==> src/hdl/status_word_pkg.sv <==
// Package with the status word layout, offsets and reset values
`default_nettype none
package status_word_pkg;
	// Byte address of the status word on the register bus
	localparam logic [7:0] program_status_word_offset = 8'hd0;
	localparam logic [7:0] program_status_word_reset = 8'h00;
	// Bit positions within the word
	localparam int carry_pos = 7;
	localparam int half_carry_pos = 6;
	localparam int user_a_pos = 5;
	localparam int bank_high_pos = 4;
	localparam int bank_low_pos = 3;
	localparam int overflow_pos = 2;
	localparam int user_b_pos = 1;
	localparam int parity_pos = 0;
	// Working registers per bank
	localparam int bank_regs = 8;
	// Bus response codes
	localparam logic [1:0] resp_okay = 2'h0;
	localparam logic [1:0] resp_slverr = 2'h2;

	// Result flags that the arithmetic unit hands over
	typedef struct packed {
		logic carry;
		logic half_carry;
		logic overflow;
	} alu_flags_t;
endpackage
`default_nettype wire

==> src/hdl/alu_status_flags.sv <==
// Status word of the 8-bit core: result flags, user flags, bank select, parity
//
// Summary of operation
// - carry bit 7 set by arithmetic carry out
// - carry is the Boolean bit accumulator
// - half-carry bit 6 from low nibble carry
// - bit 5 user flag, software only
// - bits 4..3 select the working register bank
// - overflow bit 2 is carry6 xor carry7
// - bit 1 second user flag, software only
// - parity bit 0 tracks accumulator continuously
`default_nettype none
module alu_status_flags
(
	input wire logic mclk,
	input wire logic reset,
	input wire logic clk_en,
	// Core side
	input wire logic [7:0] accumulator,
	input wire logic alu_update,
	input wire status_word_pkg::alu_flags_t alu_flags,
	input wire logic bit_op_write,
	input wire logic bit_op_result,
	output logic bit_op_operand,
	output logic [1:0] bank_select,
	output logic [7:0] bank_base,
	output logic [7:0] status_word,
	// AXI4-Lite slave
	input wire logic [7:0] s_awaddr,
	input wire logic s_awvalid,
	output logic s_awready,
	input wire logic [31:0] s_wdata,
	input wire logic [3:0] s_wstrb,
	input wire logic s_wvalid,
	output logic s_wready,
	output logic [1:0] s_bresp,
	output logic s_bvalid,
	input wire logic s_bready,
	input wire logic [7:0] s_araddr,
	input wire logic s_arvalid,
	output logic s_arready,
	output logic [31:0] s_rdata,
	output logic [1:0] s_rresp,
	output logic s_rvalid,
	input wire logic s_rready
);
	////////////////////////////////////////////////////////////////////////////
	// Bus write side: address and data captured independently
	logic aw_held_q, w_held_q;
	logic [7:0] awaddr_q;
	logic [7:0] wdata_q;
	logic wstrb0_q;
	logic bvalid_q;
	logic [1:0] bresp_q;
	wire aw_take = s_awvalid && !aw_held_q && !bvalid_q;
	wire w_take = s_wvalid && !w_held_q && !bvalid_q;
	wire wr_fire = aw_held_q && w_held_q;
	wire wr_hit = awaddr_q[7:2] == status_word_pkg::program_status_word_offset[7:2];
	wire sw_write = wr_fire && wr_hit && wstrb0_q;
	assign s_awready = !aw_held_q && !bvalid_q;
	assign s_wready = !w_held_q && !bvalid_q;
	assign s_bvalid = bvalid_q;
	assign s_bresp = bresp_q;

	// Write channel holding registers and response
	always_ff @(posedge mclk)
	begin
		if (reset)
		begin
			aw_held_q <= 1'b0;
			w_held_q <= 1'b0;
			awaddr_q <= 8'h00;
			wdata_q <= 8'h00;
			wstrb0_q <= 1'b0;
			bvalid_q <= 1'b0;
			bresp_q <= status_word_pkg::resp_okay;
		end
		else if (clk_en)
		begin
			if (aw_take)
			begin
				aw_held_q <= 1'b1;
				awaddr_q <= s_awaddr;
			end
			if (w_take)
			begin
				w_held_q <= 1'b1;
				wdata_q <= s_wdata[7:0];
				wstrb0_q <= s_wstrb[0];
			end
			if (wr_fire)
			begin
				aw_held_q <= 1'b0;
				w_held_q <= 1'b0;
				bvalid_q <= 1'b1;
				bresp_q <= wr_hit ? status_word_pkg::resp_okay : status_word_pkg::resp_slverr;
			end
			else if (bvalid_q && s_bready)
				bvalid_q <= 1'b0;
		end
	end

	////////////////////////////////////////////////////////////////////////////
	// Status word storage
	logic carry_q, half_carry_q, user_a_q, overflow_q, user_b_q;
	logic [1:0] bank_q;
	// Parity is an XOR tree, never stored, so it can't go stale
	wire parity = ^accumulator;
	wire [7:0] status_d = {carry_q, half_carry_q, user_a_q, bank_q, overflow_q, user_b_q, parity};

	// Software write first, then the ALU; the ALU result wins a same-cycle clash
	always_ff @(posedge mclk)
	begin
		if (reset)
		begin
			carry_q <= status_word_pkg::program_status_word_reset[status_word_pkg::carry_pos];
			half_carry_q <= status_word_pkg::program_status_word_reset[status_word_pkg::half_carry_pos];
			user_a_q <= status_word_pkg::program_status_word_reset[status_word_pkg::user_a_pos];
			bank_q <= status_word_pkg::program_status_word_reset[status_word_pkg::bank_high_pos:status_word_pkg::bank_low_pos];
			overflow_q <= status_word_pkg::program_status_word_reset[status_word_pkg::overflow_pos];
			user_b_q <= status_word_pkg::program_status_word_reset[status_word_pkg::user_b_pos];
		end
		else if (clk_en)
		begin
			if (sw_write)
			begin
				carry_q <= wdata_q[status_word_pkg::carry_pos];
				half_carry_q <= wdata_q[status_word_pkg::half_carry_pos];
				user_a_q <= wdata_q[status_word_pkg::user_a_pos];
				bank_q <= wdata_q[status_word_pkg::bank_high_pos:status_word_pkg::bank_low_pos];
				overflow_q <= wdata_q[status_word_pkg::overflow_pos];
				user_b_q <= wdata_q[status_word_pkg::user_b_pos];
			end
			if (alu_update)
			begin
				carry_q <= alu_flags.carry;
				half_carry_q <= alu_flags.half_carry;
				overflow_q <= alu_flags.overflow;
			end
			else if (bit_op_write)
				carry_q <= bit_op_result;
		end
	end

	// Core-facing views of the word
	assign bit_op_operand = carry_q;
	assign bank_select = bank_q;
	assign bank_base = 8'(bank_q) * 8'(status_word_pkg::bank_regs);
	assign status_word = status_d;

	////////////////////////////////////////////////////////////////////////////
	// Bus read side: one cycle from address to data
	logic rvalid_q;
	logic [31:0] rdata_q;
	logic [1:0] rresp_q;
	wire rd_hit = s_araddr[7:2] == status_word_pkg::program_status_word_offset[7:2];
	assign s_arready = !rvalid_q;
	assign s_rvalid = rvalid_q;
	assign s_rdata = rdata_q;
	assign s_rresp = rresp_q;

	// Read data register
	always_ff @(posedge mclk)
	begin
		if (reset)
		begin
			rvalid_q <= 1'b0;
			rdata_q <= 32'h0000_0000;
			rresp_q <= status_word_pkg::resp_okay;
		end
		else if (clk_en)
		begin
			if (s_arvalid && !rvalid_q)
			begin
				rvalid_q <= 1'b1;
				rdata_q <= rd_hit ? {24'h00_0000, status_d} : 32'h0000_0000;
				rresp_q <= rd_hit ? status_word_pkg::resp_okay : status_word_pkg::resp_slverr;
			end
			else if (rvalid_q && s_rready)
				rvalid_q <= 1'b0;
		end
	end
endmodule
`default_nettype wire

==> config.mk <==
export PLATFORM = sky130hd
export DESIGN_NAME = alu_status_flags
export DESIGN_NICKNAME = d
export VERILOG_FILES = /design/src/hdl/status_word_pkg.sv /design/src/hdl/alu_status_flags.sv
export SDC_FILE = /design/constraint.sdc
export NUM_CORES = 1
export LEC_CHECK = 0
export ABC_AREA = 0
export BUFFER_PORTS_ARGS = -buffer_cell sky130_fd_sc_hd__buf_2
export CAP_MARGIN = 20
export CORE_ASPECT_RATIO = 1.1
export CORE_MARGIN = 4
export CORE_UTILIZATION = 41
export DETAILED_ROUTE_END_ITERATION = 7
export PLACE_DENSITY = 0.9
export SLEW_MARGIN = 20
export SYNTH_ARGS = -nofsm -noshare
export SYNTH_HDL_FRONTEND = slang
export SYNTH_SLANG_ARGS = --single-unit
==> constraint.sdc <==
create_clock -name mclk -period 1.4 [get_ports mclk]
set_input_delay 0.21 -clock mclk [delete_from_list [all_inputs] [get_ports mclk]]
set_output_delay 0.21 -clock mclk [all_outputs]
set_load 0.1 [all_outputs]
### Yosys cells after proc, flatten, opt, wreduce, memory -nomap -nowiden

Index checks and enable logic that the tools add are counted.

* register bits after elaboration: 64
* input port bits: 74
* output and inout bits: 60

* equality and inequality tests: 2
* multiplexer cells: 18
* reductions and logical operators: 34

Operators by type and width (count)
* $reduce_and 2->1: 11
* $mux 1: 15
* $eq 6x6->1 const B: 2
* $logic_and 1x1->1: 12
* $reduce_bool 2->1: 5
* $mux 8: 1
* $reduce_xor 8->1: 1
* $logic_not 1->1: 4
* $mux 2: 2
* $reduce_bool 3->1: 1

### Logic depth before layout (Yosys ltp)

* depth after elaboration: 6
* mapped depth: 5
* gate-level depth less buffers: 4

### Worst setup path after synthesis

Ideal clock, no wire load.

* kind: register -> register
* start: reg rvalid_q (netlist: s_rvalid)
* end: reg rdata_q[0] (netlist: s_rdata[0])
* setup time: 116 ps
* data arrival time: 2372 ps
* data required time: 1284 ps
* slack: -1088 ps
* stages on the path, launching flop included: 5
* path buffers: 0
* path through: dfxtp_1 -> inv_1 -> nand3_1 -> nor2_1 -> a31o_2

* word-level cells in the longest chain between the ends: 3

RTL lines
* from (decl): RTL line alu_status_flags.sv:153 `logic rvalid_q;`
* from (signal assigned): RTL line alu_status_flags.sv:167 `rvalid_q <= 1'b0;`
* from (signal assigned): RTL line alu_status_flags.sv:175 `rvalid_q <= 1'b1;`
* from (signal assigned): RTL line alu_status_flags.sv:180 `rvalid_q <= 1'b0;`
* $logic_not 1->1
* named net s_arready: RTL line alu_status_flags.sv:41 `output logic s_arready,`
* $logic_and 1x1->1: RTL line alu_status_flags.sv:173 `if (s_arvalid && !rvalid_q)`
* $reduce_and 2->1 (no source line)
* to (signal assigned): RTL line alu_status_flags.sv:176 `rdata_q <= rd_hit ? {24'h00_0000, status_d} : 32'h0000_0000;`
* to (decl): RTL line alu_status_flags.sv:154 `logic [31:0] rdata_q;`

The timed path passes the listed nets, and every way through them passes these cells.
A chain may end at the register's enable or synchronous reset.

### Worst setup path in the final report

* start: in accumulator[7]
* end: out status_word[0]

* word-level cells in the longest chain between the ends: 1

RTL lines
* from (decl): RTL line alu_status_flags.sv:19 `input wire logic [7:0] accumulator,`
* $reduce_xor 8->1: RTL line alu_status_flags.sv:108 `wire parity = ^accumulator;`
* to (decl): RTL line alu_status_flags.sv:27 `output logic [7:0] status_word,`

No other way between the ends.

==> flow_summary.ini <==
[global_route]
grt_pass1_wl_um = 6230
grt_pass1_vias = 1389
grt_usage_pct = 13.97
grt_overflow = 0
grt_max_degree = 24
antenna_found_initial = 0

[yosys]
synth_compound_area_share_pct = 6.649
synth_warnings = 0
synthFlopType = dfxtp_1
synthArstFlopShare_pct = 0
synth_area_sq_mm = 0.001844
synth-xor-area-share_pct = 3.324
synthCells = 199
synth.area.top_cells = dfxtp_1 38%, buf_4 18%, mux2i_1 12%, nor2_1 6.1%, a21oi_1 3.0%
synth_fa_ha_area_share_pct = 0
synth_top_family_by_area = buffers and inverters
ys_ff_latch = 35
ys_types = 30
yosysTopAreaCellShare_pct = 37.99
synth_edf_count = 0
ys_seq_area_share_pct = 37.99
yosys.area.top_type = dfxtp_1
yosys-mux-area-fraction_pct = 13.16
yosys.area_share.simple_pct = 18.86
synth_area_per_cell_sq_um = 9.268

[min_path]
hp-start = s_wdata[3]
hp-class = primary input to flip-flop
min_delay_path_depth = 3
hold_end = wdata_q[3]$_SDFFE_PP0P_

[run_status]
status = finished clean

[sta]
finClkSkew_ns = 0.003527
finalHoldViolCount = 0
fin_setup_tns_ns = 0
period_share_pct = 97.18
clock.fmax_mhz = 735.0
drv_slew = 0
fin_crit_ns = 1.361
setup_violations = 0

[worst_setup_path]
worst_r2r_path_depth = 5
r2r_slack_ns = 0.08
crit_slowest_cell = xnor2_1
crit_buf_inv = 3
reg2reg_to = bank_select[1]$_SDFFE_PP0P_
critical_path_required_ns = 1.19
worstPathArrival_ns = 1.15
critical_path_class = primary input to output pin
max_stage_delay_ns = 0.20
crit_start = accumulator[7]
cp_cell_sequence = buf_2, xor2_1, xnor2_1, xnor2_1, buf_4, buf_12
cp-start-kind = primary input
cp-end-kind = output pin
critical_path.top_delay_family = XOR/XNOR gates
crit_fanout = 2
r2r_start = w_held_q$_SDFFE_PP0P_
critical_path.most_common_cell = xnor2_1

[die]
dieWidth_um = 71.95
dieArea_sq_mm = 0.005636
ios = 134
row_count = 25
core_sq_mm = 0.004317
die_y_um = 78.34
initial_core_util_pct = 42.72

[detailed_routing]
vias = 1452
final_antenna_net_count = 0
drc = 0
routed_wl_um = 3986
via_per_inst = 4.566
drt_first_pass_iters = 5
drt_iter0_drc = 47
wire_per_inst_um = 12.53

[cts]
cts_root_buf = clkbuf_8
clock-sinks = 35
cts.htree.levels = 2
cts_buffers = 5
postCtsHoldBufs = 0
cts_tree = built
clk_pin_slew_ns = 0.07
clk-insertion-delay-late_ns = 0.27
cts_max_path_buffers = 2

[pwr]
ir_drop_mv = 0.5547
total_power_mw = 2.735
leakage_nw = 1.064
p_per_area_mw_per_mm2 = 1201

[run]
drv_cap = 0

[finish]
final_nets = 338
fin_util_pct = 52.75
drive_gt1_share_pct = 39.77
area_growth_syn_to_layout_pct = 23.47
finalNonFillerCells = 318
layout_commonest_cell = buf_2
antennaDiodeCount = 0
layout_common_cells = 65 x buf_2, 32 x conb_1, 30 x dfxtp_1

[place]
place_congestion = 0.7606
io_buffers = 69
dpl.cell_count = 309
dp_hpwl_um = 3193
-- routing by layer --
layer,wire length (um),track usage [%]
met1,1429,14.70
met2,2184,25.46
met3,309,4.353
met4,63,5.451
met5,0,0
-- cells in the mapped netlist, drive strengths merged (2+ instances only) --
master	count
and3	2
nor3	2
nand3	8
clkbuf	2
xnor2	6
nor2	30
o21ai	2
a21oi	11
buf	48
mux2	2
mux2i	22
dfxtp	35
o31ai	2
and4bb	2
a211oi	2
nand2	14
-- power breakdown --
group          total [mW]  switching (mW)  internal (mW)
Combinational       0.967           0.740          0.227
Sequential           1.06          0.0279           1.03
Clock               0.713           0.327          0.385
Total                2.74            1.10           1.64
-- through the flow --
step / area [sq um] / hold slack [ns] / worst slack [ns]
floorplan: 2012 / 0.3570 / -0.4488
global placement: 2175 / 0.4378 / 0.05143
detailed placement: 2175 / 0.4423 / 0.03542
CTS: 2262 / 0.1604 / 0.03511
global route: 2277 / 0.1721 / -0.03476
finish: 2277 / 0.1687 / 0.03948
-- tightest hold or removal path: cells and delay by family --
kind                   cells  cell delay, ns
buffers and inverters      1            0.07
multiplexers               1            0.05
AND/OR/NAND/NOR            1            0.07
-- repair_timing --
item / in CTS / in global routing
gates resized for setup: 0 / 0
setup buffers: 0 / 2
setup endpoints to repair: 0 / 5
hold endpoints to repair: 0 / 0
-- layout make-up --
class / instances / area [sq um]
tap: 54 / 67.56
inverter: 1 / 7.507
clock inverter: 1 / 5.005
multi-input combinational: 144 / 924.6
timing repair buffer: 77 / 478.0
sequential: 35 / 711.9
fill: 414 / 2039
clock buffer: 6 / 82.58
-- state kept, by name, summed over array words and instances (netlist names) --
register and flops:
user_a_q 1, user_b_q 1, s_rresp 1, half_carry_q 1, s_bresp 1, wdata_q 7
w_held_q 1, s_bvalid 1, bank_select 2, s_rdata 8, wstrb0_q 1, awaddr_q 6
aw_held_q 1, s_rvalid 1, bit_op_operand 1, overflow_q 1
-- kinds of logic after synthesis --
logic type | count (synthesis)
simple gates | 63
buf+inv | 51
flops | 35
mux | 24
compound gates | 18
xor+xnor | 7
other cells | 1
-- worst max-delay path by stage --
| stage | to | cells past startpoint |
|---|---|---|
| 2_1_floorplan | s_rdata[0]$_SDFFE_PP0P_ | 5 |
| 3_3_place_gp | status_word[0] | 5 |
| 3_5_place_dp | status_word[0] | 5 |
| 4_1_cts | status_word[0] | 5 |
| 5_1_grt | status_word[0] | 6 |
| 6_report | status_word[0] | 6 |
(Power assumes the default switching activity.)
